==> config.mk <==
export PLATFORM = sky130hd
export DESIGN_NAME = mhrc_top
export DESIGN_NICKNAME = d
export VERILOG_FILES = /design/src/mhrc_pkg.sv /design/src/mhrc_top.sv
export VERILOG_INCLUDE_DIRS = /design/src /design/src/src
export SDC_FILE = /design/constraint.sdc
export NUM_CORES = 1
export LEC_CHECK = 0
export BUFFER_PORTS_ARGS = -buffer_cell sky130_fd_sc_hd__buf_2
export CAP_MARGIN = 20
export CORE_ASPECT_RATIO = 1.75
export CORE_MARGIN = 2
export CORE_UTILIZATION = 46
export CTS_CLUSTER_DIAMETER = 120
export CTS_CLUSTER_SIZE = 25
export DETAILED_ROUTE_END_ITERATION = 7
export PLACE_DENSITY = 0.77
export SLEW_MARGIN = 5
export SYNTH_ARGS = -nofsm -noshare
export SYNTH_HDL_FRONTEND = slang
export SYNTH_SLANG_ARGS = --single-unit
==> constraint.sdc <==
create_clock -name CLK_I -period 3.3 [get_ports CLK_I]
set_input_delay 0.495 -clock CLK_I [delete_from_list [all_inputs] [get_ports CLK_I]]
set_output_delay 0.495 -clock CLK_I [all_outputs]
set_load 0.02 [all_outputs]
==> src/mhrc_consts.svh <==
// Constants for the micro hold and repeat control block
// ****************************************************
// ****************************************************
`ifndef MHRC_CONSTS_SVH
`define MHRC_CONSTS_SVH
`define MHRC_OFF_CTRL 4'h0
`define MHRC_OFF_STAT 4'h4
`define MHRC_OFF_IR 4'h8
`define MHRC_CTRL_RUN 0
`define MHRC_CTRL_TAPE 1
`define MHRC_CTRL_RST 2'h0
`define MHRC_OP_PADX 8'h7d
`define MHRC_OP_LIT 8'h9c
`define MHRC_OP_RMOV1 8'h1c
`define MHRC_OP_RMOV2 8'h2c
`define MHRC_OP_EXT 8'h3f
`define MHRC_SRC_ASM 4'h3
`define MHRC_ASM_BITS 16
`endif

==> src/mhrc_pkg.sv <==
// Types shared by the micro hold and repeat control block
package mhrc_pkg;
  // Sequencer phases, one-hot
  typedef enum logic [4:0] {
    MHRC_S0 = 5'b00001,
    MHRC_S1 = 5'b00010,
    MHRC_S2 = 5'b00100,
    MHRC_S3 = 5'b01000,
    MHRC_S4 = 5'b10000
  } mhrc_phase_t;
  // Drive onto the low half of the main exchange
  typedef struct packed {
    logic en;
    logic [15:0] data;
  } mhrc_xchg_t;
endpackage

==> src/mhrc_top.sv <==
// Micro hold, repeat and latch-read control with an Avalon-MM register slave
`timescale 1ns/1ps
`include "mhrc_consts.svh"
module mhrc_top #(
  parameter int ASM_BITS = `MHRC_ASM_BITS
) (
  input wire logic CLK_I, // Processor clock, 40 MHz
  input wire logic RST_I, // General processor clear
  input wire logic [3:0] AVS_ADDRESS_I, // Byte address
  input wire logic AVS_READ_I, // Read strobe
  input wire logic AVS_WRITE_I, // Write strobe
  input wire logic [31:0] AVS_WRITEDATA_I, // Write data
  output logic [31:0] AVS_READDATA_O, // Read data
  output logic AVS_WAITREQUEST_O, // Stall
  input wire logic [31:0] FETCH_LATCH_I, // Fetched-micro latch contents
  input wire logic BRANCH_I, // Current op branches or skips
  input wire logic REFRESH_DEMAND_I, // Memory refresh demanded
  input wire logic TAPE_STB_I, // Tape bit strobe pin
  input wire logic TAPE_BIT_I, // Tape data pin
  input wire logic ASM_LOAD_I, // Register source fills assembly
  input wire logic [15:0] ASM_DATA_I, // Register source data
  output mhrc_pkg::mhrc_xchg_t XCHG_O, // Low exchange drive
  output logic [15:0] MICRO_BUS_O, // Micro operator bus
  output logic FINISH_PULSE_O, // Finish pulse
  output logic REFRESH_GRANT_O, // Refresh granted
  output logic LATCH_READ_ENABLE_O, // Fetch latch read
  output logic LATCH_HALF_SELECT_O, // Latch half in use
  output logic MICRO_FETCH_O, // Fetch of next micro
  output mhrc_pkg::mhrc_phase_t PHASE_O // Sequencer phase
);
  import mhrc_pkg::*;

  // ****************************************************
  // Checks and declarations
  // ****************************************************
  if (ASM_BITS != 16) begin : g_asm_bits_chk
    $error("mhrc_top: ASM_BITS must be 16");
  end

  logic [1:0] ctrl;
  logic running;
  logic tape_micro_mode;
  mhrc_phase_t phase;
  logic [15:0] ir;
  logic repeat_flag;
  logic hold;
  logic expose_signal;
  logic finish_pulse;
  logic [15:0] asm_reg;
  logic [4:0] asm_cnt;
  logic assembly_full;
  logic assembly_not_full_wait;
  logic held_full_finish;
  logic sequential_fetch_ok;
  logic refresh_grant;
  logic latch_read_enable;
  logic latch_half_select;
  logic [15:0] latch_half;
  logic is_padx;
  logic is_lit;
  logic is_ext;
  logic assembly_source_op;
  logic wait_term;
  logic consume;
  logic tape_load;
  logic [2:0] stb_sync;
  logic [2:0] bit_sync;
  logic stb_seen;
  logic ack;

  // Opcode match shared by several decodes
  function automatic logic op_is(input logic [15:0] v, input logic [7:0] code);
    op_is = (v[7:0] == code);
  endfunction

  // ****************************************************
  // Decode
  // ****************************************************
  assign running = ctrl[`MHRC_CTRL_RUN];
  assign tape_micro_mode = ctrl[`MHRC_CTRL_TAPE];
  // Repeat plus full overrides hold so the waiting op runs at once
  assign expose_signal = !hold || (repeat_flag && assembly_full);
  assign is_padx = expose_signal && op_is(ir, `MHRC_OP_PADX);
  assign is_lit = expose_signal && op_is(ir, `MHRC_OP_LIT);
  assign is_ext = expose_signal && op_is(ir, `MHRC_OP_EXT);
  assign assembly_source_op = expose_signal && !tape_micro_mode
    && (op_is(ir, `MHRC_OP_RMOV1) || op_is(ir, `MHRC_OP_RMOV2))
    && (ir[11:8] == `MHRC_SRC_ASM);
  // Wait term: tape literal-move or run-mode assembly source, first clock only
  assign wait_term = running && (phase == MHRC_S0) && !repeat_flag
    && ((tape_micro_mode && is_lit) || assembly_source_op);

  // Finish decode per op length
  always_comb begin
    finish_pulse = 1'b0;
    if (running) begin
      if (wait_term) begin
        finish_pulse = 1'b0;
      end else if (is_padx) begin
        finish_pulse = (phase == MHRC_S4) && !repeat_flag;
      end else if (is_lit || is_ext) begin
        finish_pulse = (phase == MHRC_S3);
      end else begin
        finish_pulse = (phase == MHRC_S1);
      end
    end
  end

  // ****************************************************
  // Latch read control
  // ****************************************************
  assign assembly_not_full_wait = !(repeat_flag && assembly_full);
  assign held_full_finish = expose_signal && assembly_not_full_wait && finish_pulse;
  // Refresh also kills sequential fetch so zeros load instead
  assign refresh_grant = REFRESH_DEMAND_I && finish_pulse;
  assign sequential_fetch_ok = !BRANCH_I && !refresh_grant;
  assign latch_half = latch_half_select ? FETCH_LATCH_I[31:16] : FETCH_LATCH_I[15:0];
  // Literal read happens at phases two and three of a run-mode literal-move
  always_comb begin
    latch_read_enable = 1'b0;
    if (running && !tape_micro_mode) begin
      if (is_lit && (phase == MHRC_S2 || phase == MHRC_S3)) begin
        latch_read_enable = 1'b1;
      end else if (held_full_finish && sequential_fetch_ok && !is_lit
          && !assembly_source_op) begin
        latch_read_enable = 1'b1;
      end
    end
  end
  assign consume = finish_pulse && (is_lit || (assembly_source_op && repeat_flag));
  assign tape_load = running && tape_micro_mode && hold && !repeat_flag
    && assembly_full && finish_pulse;

  // ****************************************************
  // Sequencer
  // ****************************************************
  always_ff @(posedge CLK_I or posedge RST_I) begin
    if (RST_I) begin
      phase <= MHRC_S0;
    end else if (!running || finish_pulse) begin
      phase <= MHRC_S0;
    end else begin
      unique case (phase)
        MHRC_S0: phase <= MHRC_S1;
        MHRC_S1: phase <= MHRC_S2;
        MHRC_S2: phase <= MHRC_S3;
        MHRC_S3: phase <= MHRC_S4;
        MHRC_S4: phase <= MHRC_S0;
        default: phase <= MHRC_S0;
      endcase
    end
  end

  // ****************************************************
  // Repeat and hold flags
  // ****************************************************
  // Pad-exchange toggles repeat at each phase zero: set first, clear second
  always_ff @(posedge CLK_I or posedge RST_I) begin
    if (RST_I) begin
      repeat_flag <= 1'b0;
    end else if (is_padx && running && phase == MHRC_S0) begin
      repeat_flag <= !repeat_flag;
    end else if (wait_term) begin
      repeat_flag <= 1'b1;
    end else if (consume) begin
      repeat_flag <= 1'b0;
    end
  end

  always_ff @(posedge CLK_I or posedge RST_I) begin
    if (RST_I) begin
      hold <= 1'b0;
    end else if (wait_term) begin
      hold <= 1'b1;
    end else if (tape_load) begin
      hold <= 1'b0;
    end else if (finish_pulse && expose_signal && tape_micro_mode) begin
      hold <= 1'b1;
    end else if (consume) begin
      hold <= 1'b0;
    end
  end

  // ****************************************************
  // Instruction register
  // ****************************************************
  // Software may preload it; a held op is left in place while no-ops run
  always_ff @(posedge CLK_I or posedge RST_I) begin
    if (RST_I) begin
      ir <= 16'h0000;
    end else if (AVS_WRITE_I && ack && AVS_ADDRESS_I == `MHRC_OFF_IR) begin
      ir <= AVS_WRITEDATA_I[15:0];
    end else if (tape_load) begin
      ir <= asm_reg;
    end else if (finish_pulse && expose_signal) begin
      if (consume) begin
        ir <= 16'h0000;
      end else if (latch_read_enable) begin
        ir <= latch_half;
      end else begin
        ir <= 16'h0000;
      end
    end
  end

  // Half select alternates across the two micros of one latch word
  always_ff @(posedge CLK_I or posedge RST_I) begin
    if (RST_I) begin
      latch_half_select <= 1'b0;
    end else if (latch_read_enable && !is_lit) begin
      latch_half_select <= !latch_half_select;
    end
  end

  // ****************************************************
  // Assembly register and tape pin synchronisers
  // ****************************************************
  always_ff @(posedge CLK_I or posedge RST_I) begin
    if (RST_I) begin
      stb_sync <= 3'h0;
      bit_sync <= 3'h0;
    end else begin
      stb_sync <= {stb_sync[1:0], TAPE_STB_I};
      bit_sync <= {bit_sync[1:0], TAPE_BIT_I};
    end
  end
  // Second and third stage agree before a strobe counts
  always_ff @(posedge CLK_I or posedge RST_I) begin
    if (RST_I) begin
      stb_seen <= 1'b0;
    end else if (stb_sync[1] == stb_sync[2]) begin
      stb_seen <= stb_sync[2];
    end
  end

  // A new fill beats a consume in the same cycle so no word is lost
  always_ff @(posedge CLK_I or posedge RST_I) begin
    if (RST_I) begin
      asm_reg <= 16'h0000;
      asm_cnt <= 5'h00;
    end else if (ASM_LOAD_I && !tape_micro_mode) begin
      asm_reg <= ASM_DATA_I;
      asm_cnt <= 5'(ASM_BITS);
    end else if (tape_micro_mode && stb_sync[2] && stb_sync[1] && !stb_seen
        && !assembly_full && bit_sync[1] == bit_sync[2]) begin
      asm_reg <= {asm_reg[14:0], bit_sync[2]};
      asm_cnt <= asm_cnt + 5'h01;
    end else if (consume || tape_load) begin
      asm_cnt <= 5'h00;
    end
  end
  assign assembly_full = (asm_cnt == 5'(ASM_BITS));

  // ****************************************************
  // Output drives
  // ****************************************************
  always_ff @(posedge CLK_I or posedge RST_I) begin
    if (RST_I) begin
      MICRO_BUS_O <= 16'h0000;
      XCHG_O <= '0;
    end else begin
      MICRO_BUS_O <= (expose_signal && running) ? ir : 16'h0000;
      XCHG_O.en <= is_lit && running && (phase == MHRC_S2 || phase == MHRC_S3);
      XCHG_O.data <= tape_micro_mode ? asm_reg : latch_half;
    end
  end
  assign FINISH_PULSE_O = finish_pulse;
  assign REFRESH_GRANT_O = refresh_grant;
  assign LATCH_READ_ENABLE_O = latch_read_enable;
  assign LATCH_HALF_SELECT_O = latch_half_select;
  assign MICRO_FETCH_O = latch_read_enable && !is_lit;
  assign PHASE_O = phase;

  // ****************************************************
  // Avalon-MM slave, one wait cycle per access
  // ****************************************************
  assign AVS_WAITREQUEST_O = (AVS_READ_I || AVS_WRITE_I) && !ack;
  always_ff @(posedge CLK_I or posedge RST_I) begin
    if (RST_I) begin
      ack <= 1'b0;
    end else begin
      ack <= (AVS_READ_I || AVS_WRITE_I) && !ack;
    end
  end

  always_ff @(posedge CLK_I or posedge RST_I) begin
    if (RST_I) begin
      ctrl <= `MHRC_CTRL_RST;
    end else if (AVS_WRITE_I && ack && AVS_ADDRESS_I == `MHRC_OFF_CTRL) begin
      ctrl <= AVS_WRITEDATA_I[1:0];
    end
  end

  // Unmapped addresses read zero
  always_ff @(posedge CLK_I or posedge RST_I) begin
    if (RST_I) begin
      AVS_READDATA_O <= 32'h00000000;
    end else if (AVS_READ_I && !ack) begin
      unique case (AVS_ADDRESS_I)
        `MHRC_OFF_CTRL: AVS_READDATA_O <= {30'h0, ctrl};
        `MHRC_OFF_STAT: AVS_READDATA_O <= {18'h0, asm_cnt, assembly_full,
          expose_signal, hold, repeat_flag, phase};
        `MHRC_OFF_IR: AVS_READDATA_O <= {16'h0, ir};
        default: AVS_READDATA_O <= 32'h00000000;
      endcase
    end
  end
endmodule

* Yosys cells after proc, flatten, opt, wreduce, memory -nomap -nowiden
Cells that the tools add are included.
** Word-level totals
- Output and inout bits :: 76
- Bits in registers :: 120
** Cells by class
- $add $sub $neg :: 1
- Mux-type cells :: 29
- Eq/ne operators :: 16
- Reduce and logical (&&, ||, !) cells :: 75
** Operators with widths (count)
- 2-to-1 mux 16 bit :: 10
- one-hot mux 16 bit (3 select lines) :: 1
- logical AND 1 bit :: 47
- 2-to-1 mux 5 bit :: 4
- one-hot mux 5 bit (4 select lines) :: 1
- equality test 8 x 6 -> 1 bit (second input constant) :: 2
- zero test 1 bit :: 13
- 2-to-1 mux 1 bit :: 13
- equality test 5 bit (second input constant) :: 2
- logical OR 1 bit :: 9
- nonzero test 3 bit :: 3
- equality test 8 x 5 -> 1 bit (second input constant) :: 1
- equality test 8 x 7 -> 1 bit (second input constant) :: 1
- equality test 8 bit (second input constant) :: 1
- adder 5 x 1 -> 5 bit (second input constant) :: 1
- equality test 5 x 1 -> 1 bit (second input constant) :: 1
- equality test 5 x 2 -> 1 bit (second input constant) :: 1
- equality test 5 x 3 -> 1 bit (second input constant) :: 1
- equality test 5 x 4 -> 1 bit (second input constant) :: 1
- equality test 4 x 2 -> 1 bit (second input constant) :: 1
- equality test 4 x 3 -> 1 bit (second input constant) :: 1
- equality test 4 bit (second input constant) :: 1
- zero test 4 bit :: 1
- nonzero test 4 bit :: 1
- other kinds (2) :: 3

* Logic depth before layout (Yosys ltp)
Gate-level depths: netlist of the first run.
- Word-level depth :: 24
- Depth in mapped cells :: 11
- Depth with buffers taken out :: 10

* Worst setup path before layout of the first run
No wires, ideal clock.
- Path type :: reg2out
- Start :: register asm_cnt[0]
- End :: output port MICRO_FETCH_O
- Arrival :: 2.291 ns
- Cell stages (with the launch flop) :: 8
- Setup slack :: 0.514 ns
- Buffers on the path :: 0
- Cell sequence :: dfrtp_1 inv_1 ha_1 nor4bb_4 a21boi_1 o21ba_2 o2111ai_4 nor3_1
** On the way
- Longest elaborated chain between the ends :: 20
** RTL lines
- from (decl) :: line mhrc_top.sv:50 : logic [4:0] asm_cnt;
- from (signal assigned) :: line mhrc_top.sv:243 : asm_cnt <= 5'(ASM_BITS);
- from (signal assigned) :: line mhrc_top.sv:247 : asm_cnt <= asm_cnt + 5'h01;
- equality test 5 bit (*) :: line mhrc_top.sv:252 : assign assembly_full = (asm_cnt == 5'(ASM_BITS));
- logical AND 1 bit (*) :: line mhrc_top.sv:82, mhrc_top.sv:112
- logical OR 1 bit :: line mhrc_top.sv:82 : assign expose_signal = !hold || (repeat_flag && assembly_full);
- logical AND 1 bit (3 in a row) :: line mhrc_top.sv:86 : assign assembly_source_op = expose_signal && !tape_micro_mode
- logical OR 1 bit :: line mhrc_top.sv:91 : && ((tape_micro_mode && is_lit) || assembly_source_op);
- logical AND 1 bit :: line mhrc_top.sv:91
- 2-to-1 mux 1 bit :: line mhrc_top.sv:97 : if (wait_term) begin
- 2-to-1 mux 1 bit :: line mhrc_top.sv:96 : if (running) begin
- logical AND 1 bit :: line mhrc_top.sv:115 : assign refresh_grant = REFRESH_DEMAND_I && finish_pulse;
- zero test 1 bit :: line mhrc_top.sv:116 : assign sequential_fetch_ok = !BRANCH_I && !refresh_grant;
- logical AND 1 bit :: line mhrc_top.sv:116
- logical AND 1 bit (2 in a row) :: line mhrc_top.sv:124 : end else if (held_full_finish && sequential_fetch_ok && !is_lit
- logical AND 1 bit :: line mhrc_top.sv:125 : && !assembly_source_op) begin
- 2-to-1 mux 1 bit :: line mhrc_top.sv:124
- 2-to-1 mux 1 bit :: line mhrc_top.sv:122 : if (is_lit && (phase == MHRC_S2 || phase == MHRC_S3)) begin
- 2-to-1 mux 1 bit :: line mhrc_top.sv:121 : if (running && !tape_micro_mode) begin
- logical AND 1 bit (*) :: line mhrc_top.sv:271 : assign MICRO_FETCH_O = latch_read_enable && !is_lit;
- to (decl) :: line mhrc_top.sv:28 : output logic MICRO_FETCH_O,
Every way passes the cells marked *; elsewhere a longest branch is shown, timed or not.

* Worst setup path in the final report of the first run
- Start :: register ir[6]
- End :: output port REFRESH_GRANT_O
** On the way
- Longest elaborated chain between the ends :: 9
** RTL lines
- from (decl) :: line mhrc_top.sv:44 : logic [15:0] ir;
- from (signal assigned) :: line mhrc_top.sv:192 : ir <= AVS_WRITEDATA_I[15:0];
- from (signal assigned) :: line mhrc_top.sv:194 : ir <= asm_reg;
- from (signal assigned) :: line mhrc_top.sv:199 : ir <= latch_half;
- equality test 8 x 5 -> 1 bit / equality test 8 x 6 -> 1 bit (equally long branches) :: line mhrc_top.sv:73 : op_is = (v[7:0] == code);
- logical OR 1 bit :: line mhrc_top.sv:87 : && (op_is(ir, `MHRC_OP_RMOV1) || op_is(ir, `MHRC_OP_RMOV2))
- logical AND 1 bit (2 in a row) :: line mhrc_top.sv:86
- logical OR 1 bit :: line mhrc_top.sv:91
- logical AND 1 bit :: line mhrc_top.sv:91
- 2-to-1 mux 1 bit (*) :: line mhrc_top.sv:97
- 2-to-1 mux 1 bit (*) :: line mhrc_top.sv:96
- logical AND 1 bit (*) :: line mhrc_top.sv:115
- to (decl) :: line mhrc_top.sv:25 : output logic REFRESH_GRANT_O,
Marked as above.

==> results.tsv, run 1 <==
stage	metric	value	unit
finish	final-stage net count	721	
sta	relative slew slack	0.4116	
drt	routed vias/inst	5.588	
min_path	Hold Crit Class	primary input to asynchronous set/reset pin	
die	IO Pins	169	
critical_path	number of cells on the critical path	7	
critical_path	critical path startpoint category	flip-flop	
drt	Iter 0 DRT Violations	305	
pwr	total power after layout	0.003760	W
global_route	vias in the first global route	4237	
logic_synthesis	Synth cell types	54	
critical_path	Critical Path Fanout Max	7	
logic_synthesis	sequential area share after synthesis	0.5095	
place	placer congestion estimate	0.8570	
critical_path	Critical Path AT	2.73	ns
logic_synthesis	Synth area leaders	dfrtp_1 50%, mux2_2 7.9%, nand2_1 4.3%, a22oi_1 4.3%, a221oi_2 2.6%	
finish	max reg flops	17	
clock_network	latest clock arrival within the worst-skew pair	0.34	ns
critical_path	Largest stage delay, worst path	0.56	ns
pwr	internal power	0.002510	W
die	die width	83.67	µm
drt	antenna-violating nets left	0	
logic_synthesis	register bit total from synthesis	104	
global_route	global-route wire length before repair	21730	µm
die	Die Ht	143.4	µm
global_route	GRT overflow	0	
finish	number of fill cells	952	
pwr	sw frac	0.3325	
logic_synthesis	Most used DFF post-synth	dfrtp_1	
place	hpwl dp	10080	µm
logic_synthesis	number of synthesized flops with an enable pin	0	
die	die area	12000	µm²
finish	Largest Register	XCHG_O	
place	cell count after placement	745	
clock_network	Clock Sinks	104	
logic_synthesis	fraction of registers with async set/reset	1.000	
global_route	Total GRT Usage	0.2287	
sta	Final Hold Vio Count	0	
logic_synthesis	Synth top area share	0.5044	
pwr	Max IR drop VDD	0.3281	mV
sta	TNS Setup	0	ns
clock_network	CTS buffer count	9	
die	Core Box Area	10760	µm²
logic_synthesis	Post-Syn Area	5110	µm²
critical_path	crit path kind	flip-flop to output port	
die	Initial Utilization	0.4749	
sta	RSZ-0062 raised after global routing	yes	
logic_synthesis	Mean Syn Cell Area	10.39	µm²
finish	layout cells sized above 1	0.3651	
flow_run	max-cap viol count	0	
pwr	combinational power share	0.259	
global_route	initial antenna violation count	0	
critical_path	delay-heaviest family, CP	simple AND/OR/NAND/NOR gates	
critical_path	WP buf/inv	2	
drt	via count	4247	
finish	Finished Layout Cells	760	
place	I/O Buffers	136	
logic_synthesis	Synth area leader	dfrtp_1	
global_route	largest net degree at the start of global routing	54	
drt	drt first pass iters	5	
critical_path	Reg2Reg Depth	8	
sta	Slew @ Worst Pin	0.8826	ns
sta	# setup viols final	0	
finish	P&R area growth vs syn	21.33	%
sta	fin crit period	3.224	ns
outcome	outcome	complete, no violations	
drt	WL final	13330	µm
drt	drt wl/cell	17.53	µm
clock_network	clock tree buffer depth	2	
sta	fmax	310.2	MHz
critical_path	Critical Path End Type	output port	
critical_path	Crit-path slowest cell	or4_1	
clock_network	clock slew at reported path FFs	0.06	ns
finish	diode count	0	
pwr	Clk pwr share	0.261	
sta	clock skew	0.006136	ns
pwr	Reg power frac	0.480	
pwr	leak pwr	3.102	nW
die	# rows	50	
critical_path	CP Cell Sequence	or4_1, nor4_1, o2111ai_2, o2111ai_4, inv_2, and2_1, buf_2	
clock_network	H-tree levels	3	
pwr	Psw	0.001250	W
clock_network	CTS tree	built	
pwr	PwrDens	606.5	nW/µm²
logic_synthesis	Syn Inst Count	492	
clock_network	clk root buf	clkbuf_16	
logic_synthesis	Synth warnings	0	
sta	Final Cycle Share	0.9770	
critical_path	required time of the worst setup path	2.80	ns
drt	DRC violations left	0	
sta	Slew Viols, Final	0	
-- through the flow --
stage	hold slack, ns	cell area (µm²)	worst slack, ns	util
floorplan	0.3312	5166	0.07447	-
global placement	0.3364	5912	0.2873	0.5494
detailed placement	0.3387	5912	0.2436	0.5494
CTS	0.2504	6188	0.03904	0.5751
global route	0.2378	6200	-0.009995	0.5762
finish	0.2554	6200	0.07585	0.5762
-- power by group through the flow --
| stage | sequential (W) | clock [W] | combinational, W |
|---|---|---|---|
| global placement | 0.00181 | 0 | 0.000952 |
| detailed placement | 0.00182 | 0 | 0.000973 |
| finish | 0.00180 | 0.000982 | 0.000975 |
| floorplan | 0.00186 | 0 | 0.000562 |
| CTS | 0.00180 | 0.00100 | 0.000977 |
| global route | 0.00183 | 0.00107 | 0.00107 |
-- synth_stat cells, types with 2 or more instances --
master,instances
clkbuf_1,20
nand3_1,26
buf_2,4
nand2b_1,3
buf_4,17
nor2_1,31
o21ai_0,24
and3_1,17
a21oi_1,18
a22oi_1,29
nand4b_1,4
inv_2,2
nor4_1,2
a221oi_1,7
mux2_2,36
xor2_1,4
buf_1,3
ha_1,2
nor3_1,8
dfrtp_1,103
a221oi_2,9
nand3b_1,2
and4b_1,2
xnor2_1,3
nand4_1,2
nand2_1,59
and2_1,4
o211ai_1,5
inv_1,21
-- area by class of cell --
cell class                      count  area, µm²  share of cell area
Tap cell                          130      162.7             0.02624
Multi-Input combinational cell    335       2251              0.3631
Clock inverter                      4      20.02            0.003229
Timing Repair Buffer              153      820.8              0.1324
Clock buffer                       11      252.7             0.04077
Sequential cell                   104       2604              0.4200
Inverter                           23      88.84             0.01433
-- what timing repair did --
action                                  in CTS  in global routing
setup buffers                                0                  0
hold endpoints to repair                     0                  0
gates resized for setup                      1                  2
endpoints found under the setup margin       2                  2
hold buffers                                 0                  0
-- per-layer routing --
metal  global-route usage  routed length [µm]
met2               0.3954                7045
met1               0.2759                5121
met3              0.04538                 738
met5                    0                   0
met4               0.1019                 419
-- cells by family after synthesis --
kind of cell	synth area share
DFF	0.5096
other	0.0007339
AOI/OAI and AO/OA	0.1584
muxes	0.08129
xor gates and xnor gates	0.01200
and+or+nand+nor	0.1663
buffers and inverters	0.06489
adders and majority gates	0.006855
-- path summary, 6_finish.rpt --
path	from	endpoint	slack (ns)
worst max register to register	ir[6]	ir[0]	0.34
worst min register to register	bit_sync[0]	bit_sync[1]	0.35
min in group CLK_I	TAPE_STB_I	stb_sync[0]	0.26
worst min-delay path	RST_I	PHASE_O[3]	0.26
max in group asynchronous	RST_I	XCHG_O[13]	2.34
worst max-delay path	ir[6]	REFRESH_GRANT_O	0.08
-- placed cells by master (no fill, tap or decap), types with 17 or more instances in the layout --
cell and instances:
buf_2 136, dfrtp_1 103, nand2_1 59, mux2_2 36
nor2_1 31, a22oi_1 29, nand3_1 26, o21ai_0 23
inv_1 20, a21oi_1 18, and3_1 17
(Power assumes the default switching activity.)
==> run 2: changes to the inputs <==
- BUFFER_PORTS_ARGS: -buffer_cell sky130_fd_sc_hd__buf_2 -> default
- CORE_UTILIZATION: 46 -> 50
- DONT_BUFFER_PORTS: default -> 1
- PLACE_DENSITY: 0.77 -> default
- clock period: 3.3 -> 4 ns (I/O delays scaled with it)
==> results.tsv, run 2 (same netlist as run 1, synthesis figures left out) <==
stage	metric	value	unit
outcome	outcome	complete, no violations	
critical_path	Critical Path AT	2.82	ns
pwr	PwrDens	564.1	nW/µm²
die	Initial Utilization	0.5157	
critical_path	crit path kind	flip-flop to output port	
finish	P&R area growth vs syn	7.566	%
place	Placement Cell Area	5175	µm²
finish	final-stage net count	580	
drt	drt wl/cell	20.31	µm
critical_path	Critical Path Fanout Max	17	
clock_network	clock slew at reported path FFs	0.07	ns
global_route	GRT overflow	0	
drt	antenna-violating nets left	0	
die	die area	11080	µm²
global_route	initial antenna violation count	0	
finish	register area	2604	µm²
sta	Final Cycle Share	0.8558	
clock_network	cts hold-fix bufs	0	
finish	number of fill cells	902	
clock_network	latest clock arrival within the worst-skew pair	0.34	ns
finish	max reg flops	17	
drt	DRC violations left	0	
clock_network	H-tree levels	3	
pwr	Max IR drop VDD	0.2875	mV
sta	fmax	292.1	MHz
finish	Largest Register	XCHG_O	
clock_network	clk root buf	clkbuf_16	
die	IO Pins	169	
drt	via count	3699	
global_route	global-route wire length before repair	19950	µm
critical_path	required time of the worst setup path	3.40	ns
pwr	leak pwr	2.498	nW
sta	clock skew	0.008244	ns
drt	routed vias/inst	6.015	
die	Die Ht	137.7	µm
clock_network	CTS buffer count	9	
global_route	largest net degree at the start of global routing	53	
sta	relative slew slack	0.3277	
die	# rows	48	
die	Core Box Area	9910	µm²
die	die width	80.42	µm
sta	RSZ-0062 raised after global routing	no	
drt	Iter 0 DRT Violations	219	
sta	Slew @ Worst Pin	1.003	ns
sta	fin crit period	3.423	ns
place	placer congestion estimate	0.8659	
sta	Slew Viols, Final	0	
finish	diode count	0	
clock_network	CTS tree	built	
clock_network	clock tree buffer depth	2	
clock_network	Clock Sinks	104	
finish	area of the multi-input gates	2236	µm²
flow_run	max-cap viol count	0	
global_route	vias in the first global route	3902	
min_path	Hold Crit Class	primary input to asynchronous set/reset pin	
drt	drt first pass iters	5	
global_route	Total GRT Usage	0.2354	
place	I/O Buffers	0	
place	hpwl dp	9116	µm
clock_network	setup repair bufs after CTS	0	
pwr	total power after layout	0.003101	W
finish	post-layout util	0.5547	
finish	fin area	5497	µm²
sta	# setup viols final	0	
drt	WL final	12490	µm
sta	TNS Setup	0	ns
clock_network	cts repair resizes	0	
finish	most common cell after layout, fill and taps aside	dfrtp_1	
critical_path	critical path startpoint category	flip-flop	
sta	Final Hold Vio Count	0	
finish	layout cells sized above 1	0.1776	
critical_path	Critical Path End Type	output port	
finish	commonest non-fill, non-tap cells in the layout	103 x dfrtp_1, 59 x nand2_1, 36 x mux2_2	
## run 2: changes by cell type in the layout (fill, tap and decap cells not counted), sizes merged
cell      change
bufinv        +2
clkbuf        -1
clkinv        -1
clkinvlp      +1
buf         -141
## run 2: metrics by stage
step           hold slack, ns  setup slack (ns)  std cells
2_1_floorplan          0.3312            0.6695        507
3_3_place_gp           0.3374            0.7048        599
3_5_place_dp           0.3434            0.6429        599
4_1_cts                0.2489            0.5636        615
5_1_grt                0.2639            0.3713        615
6_report               0.2107            0.5767        615
## run 2: layout make-up
cell class | instances | area share
clock inverter | 6 | 0.01502
inverter | 23 | 0.01616
clock buffer | 10 | 0.04348
tap | 125 | 0.02845
multi-input combinational | 335 | 0.4068
timing repair buffer | 12 | 0.01639
sequential | 104 | 0.4737
## run 2: where the power goes
group | leakage (nW) | total (W) | switching [W] | internal, W
registers | 1.29 | 0.00162 | 0.000350 | 0.00127
clock network | 0.158 | 0.000945 | 0.000382 | 0.000562
logic | 1.05 | 0.000539 | 0.000276 | 0.000264
total | 2.50 | 0.00310 | 0.00101 | 0.00209
## run 2: worst paths after layout
kind,start,slack (ns),end,cells past startpoint
max,asm_cnt[0],0.58,LATCH_READ_ENABLE_O,8
min,RST_I,0.21,XCHG_O[2],1
max reg2reg,asm_cnt[0],0.65,ir[13],10
min reg2reg,stb_sync[0],0.35,stb_sync[1],0
max in group asynchronous,RST_I,2.96,AVS_READDATA_O[9],2
min in group CLK_I,TAPE_BIT_I,0.28,bit_sync[0],0
## run 2: worst max-delay path, cell delays in order (launching register included)
cell and delay (ns):
dfrtp_1 0.42, inv_1 0.06, ha_1 0.21, nor4bb_4 0.17
a21boi_1 0.56, o21ba_2 0.30, o2111ai_4 0.19, o31ai_4 0.28
buf_4 0.29
## run 2: metal layers
layer / part of all wire / up-vias / global-route usage
met1: 0.38 / 1820 / 0.2868
li1: - / 1710 / -
met2: 0.53 / 152 / 0.4079
met3: 0.067 / 17 / 0.04587
met5: 0 / - / 0
met4: 0.018 / 0 / 0.08757
==> run 3: changes to the inputs <==
- ABC_AREA: default -> 1
==> results.tsv, run 3 <==
stage	metric	value	unit
outcome	outcome	complete, no violations	
die	Core Box Area	10570	µm²
logic_synthesis	most common cell in the netlist	nand2_1	
drt	DRC violations left	0	
finish	most common cell after layout, fill and taps aside	nand2_1	
die	# rows	50	
critical_path	Critical Path AT	2.50	ns
clock_network	Clock Sinks	104	
pwr	leak pwr	2.970	nW
logic_synthesis	Most used DFF post-synth	dfrtp_1	
die	die width	82.16	µm
sta	setup ws final	0.8990	ns
clock_network	setup repair bufs after CTS	0	
global_route	Total GRT Usage	0.2312	
sta	relative slew slack	0.5444	
logic_synthesis	Synth warnings	0	
sta	final hold slack	0.02344	ns
sta	fmax	322.5	MHz
critical_path	Critical Path Fanout Max	18	
logic_synthesis	post-synthesis mux area share	0.02996	
critical_path	Reg2Reg Depth	15	
logic_synthesis	Post-Synth XOR/XNOR Area	0.006554	
drt	via count	4142	
logic_synthesis	sequential area share after synthesis	0.4871	
place	placer congestion estimate	0.8735	
finish	fin area	5698	µm²
logic_synthesis	Mean Syn Cell Area	8.026	µm²
clock_network	clock slew at reported path FFs	0.07	ns
place	Placement Cell Area	5361	µm²
logic_synthesis	number of synthesized flops with an enable pin	0	
logic_synthesis	register bit total from synthesis	104	
logic_synthesis	Synth top area share	0.4822	
pwr	PwrDens	462.9	nW/µm²
sta	TNS Setup	0	ns
logic_synthesis	Synth area leaders	dfrtp_1 48%, nand2_1 13%, nor2_1 7.7%, inv_1 4.4%, mux2i_1 3.0%	
critical_path	reg2reg setup slack	1.38	ns
global_route	initial antenna violation count	0	
drt	antenna-violating nets left	0	
place	I/O Buffers	0	
finish	P&R area growth vs syn	6.601	%
finish	number of fill cells	1012	
sta	Slew @ Worst Pin	0.6818	ns
logic_synthesis	synth cell count leaders	189 x nand2_1, 109 x nor2_1, 103 x dfrtp_1, 63 x inv_1, 28 x o21ai_0	
global_route	GRT overflow	0	
logic_synthesis	fraction of registers with async set/reset	1.000	
global_route	global-route wire length before repair	20520	µm
clock_network	clock tree buffer depth	2	
drt	routed vias/inst	5.217	
logic_synthesis	Adder-Cell Fraction of Synth Area	0.006554	
finish	Largest Register	XCHG_O	
clock_network	cts repair resizes	0	
drt	drt first pass iters	4	
clock_network	latest clock arrival within the worst-skew pair	0.34	ns
sta	Slew Viols, Final	0	
sta	Final Cycle Share	0.7753	
clock_network	cts hold-fix bufs	0	
finish	max reg flops	17	
die	Die Ht	140.8	µm
sta	Final Hold Vio Count	0	
min_path	Hold Crit Class	primary input to asynchronous set/reset pin	
critical_path	Critical Path End Type	output port	
die	IO Pins	169	
drt	Iter 0 DRT Violations	232	
place	hpwl dp	9553	µm
clock_network	CTS buffer count	9	
logic_synthesis	largest family of logic cells by synthesized area	simple AND/OR/NAND/NOR gates	
sta	fin crit period	3.101	ns
drt	drt wl/cell	15.97	µm
critical_path	critical path startpoint category	flip-flop	
sta	RSZ-0062 raised after global routing	no	
place	dpl ws	1.264	ns
finish	diode count	0	
logic_synthesis	Compound-Gate Fraction of Synth Area	0.08474	
critical_path	Critical R2R Launch	asm_cnt[0]	
critical_path	crit path kind	flip-flop to output port	
sta	clock skew	0.005166	ns
die	Initial Utilization	0.5056	
drt	WL final	12680	µm
logic_synthesis	Post-Synth Simple-Gate Area	0.2849	
global_route	largest net degree at the start of global routing	78	
clock_network	H-tree levels	3	
clock_network	CTS tree	built	
finish	layout cells sized above 1	0.1069	
pwr	Max IR drop VDD	0.2676	mV
logic_synthesis	Syn Inst Count	666	
global_route	vias in the first global route	4190	
finish	final-stage net count	754	
critical_path	FF-to-FF End	ir[1]	
sta	# setup viols final	0	
logic_synthesis	Synth cell types	43	
die	die area	11570	µm²
finish	commonest non-fill, non-tap cells in the layout	189 x nand2_1, 109 x nor2_1, 103 x dfrtp_1	
clock_network	clk root buf	clkbuf_16	
flow_run	max-cap viol count	0	
logic_synthesis	Synth area leader	dfrtp_1	
critical_path	required time of the worst setup path	3.40	ns
logic_synthesis	Post-Syn Area	5345	µm²
run 3: changes by cell type in the layout (fill, tap and decap cells not counted), sizes merged, moves of 9 or more:
cell	previous run	this run
nor2	32	125
inv	23	79
a22oi	29	0
nand3	26	17
o221ai	0	14
nand2	59	198
mux2i	1	16
o22ai	0	11
and3	17	0
a21oi	18	8
mux2	36	0
a221oi	17	0
run 3: area by class of cell:
type | instances | area, µm² | area share
Clock buffer | 11 | 242.7 | 0.04260
Clock inverter | 5 | 38.79 | 0.006807
Inverter | 77 | 291.5 | 0.05116
Multi-Input combinational cell | 460 | 2266 | 0.3977
Sequential cell | 104 | 2604 | 0.4570
Tap cell | 130 | 162.7 | 0.02855
Timing Repair Buffer | 7 | 92.59 | 0.01625
run 3: kinds of logic after synthesis:
logic type / Yosys count
and+or+nand+nor: 351
other: 1
adders and majority gates: 3
AOI/OAI and AO/OA: 70
xor gates and xnor gates: 4
muxes: 16
buffers and inverters: 117
DFF: 104
run 3: where the power goes:
group / internal [W] / switching [W] / total, W
logic: 0.000122 / 0.000286 / 0.000409
clock network: 0.000445 / 0.000395 / 0.000841
registers: 0.00120 / 0.000191 / 0.00139
total: 0.00176 / 0.000873 / 0.00264
run 3: worst max-delay path, cell delays in order, from the launching register on:
cell,delay [ns]
dfrtp_1,0.42
inv_1,0.09
ha_1,0.16
nand2_1,0.05
inv_1,0.11
nand3_2,0.11
nand2_4,0.15
nand3_4,0.09
nand3_4,0.12
nand4_2,0.11
a21oi_4,0.14
buf_4,0.27
nand2_1,0.15
inv_1,0.18
run 3: stage by stage:
| step | power [W] | instances | util |
|---|---|---|---|
| after CTS | 0.002654 | 792 | 0.5337 |
| after global routing | 0.002791 | 794 | 0.5389 |
| after global placement | 0.001804 | 776 | 0.5071 |
| after detailed placement | 0.001813 | 776 | 0.5071 |
| after floorplan | 0.001710 | 681 | - |
| final | 0.002638 | 794 | 0.5389 |
run 3: worst max path at each step:
stage                     from                end  slack, ns  cells past startpoint
global placement    asm_cnt[0]      MICRO_FETCH_O       1.29                     13
global route        asm_cnt[0]      MICRO_FETCH_O       0.69                     14
floorplan                RST_I  AVS_READDATA_O[0]       0.67                      1
finish              asm_cnt[0]      MICRO_FETCH_O       0.90                     13
detailed placement  asm_cnt[0]      MICRO_FETCH_O       1.26                     13
CTS                 asm_cnt[0]      MICRO_FETCH_O       0.87                     13
run 3: per-layer routing:
metal	track usage	wire, µm	vias to the layer above
met5	0	0	-
met4	0.08070	294	0
met3	0.05442	749	23
met2	0.3984	6643	136
met1	0.2758	4997	1943
li1	-	-	2040
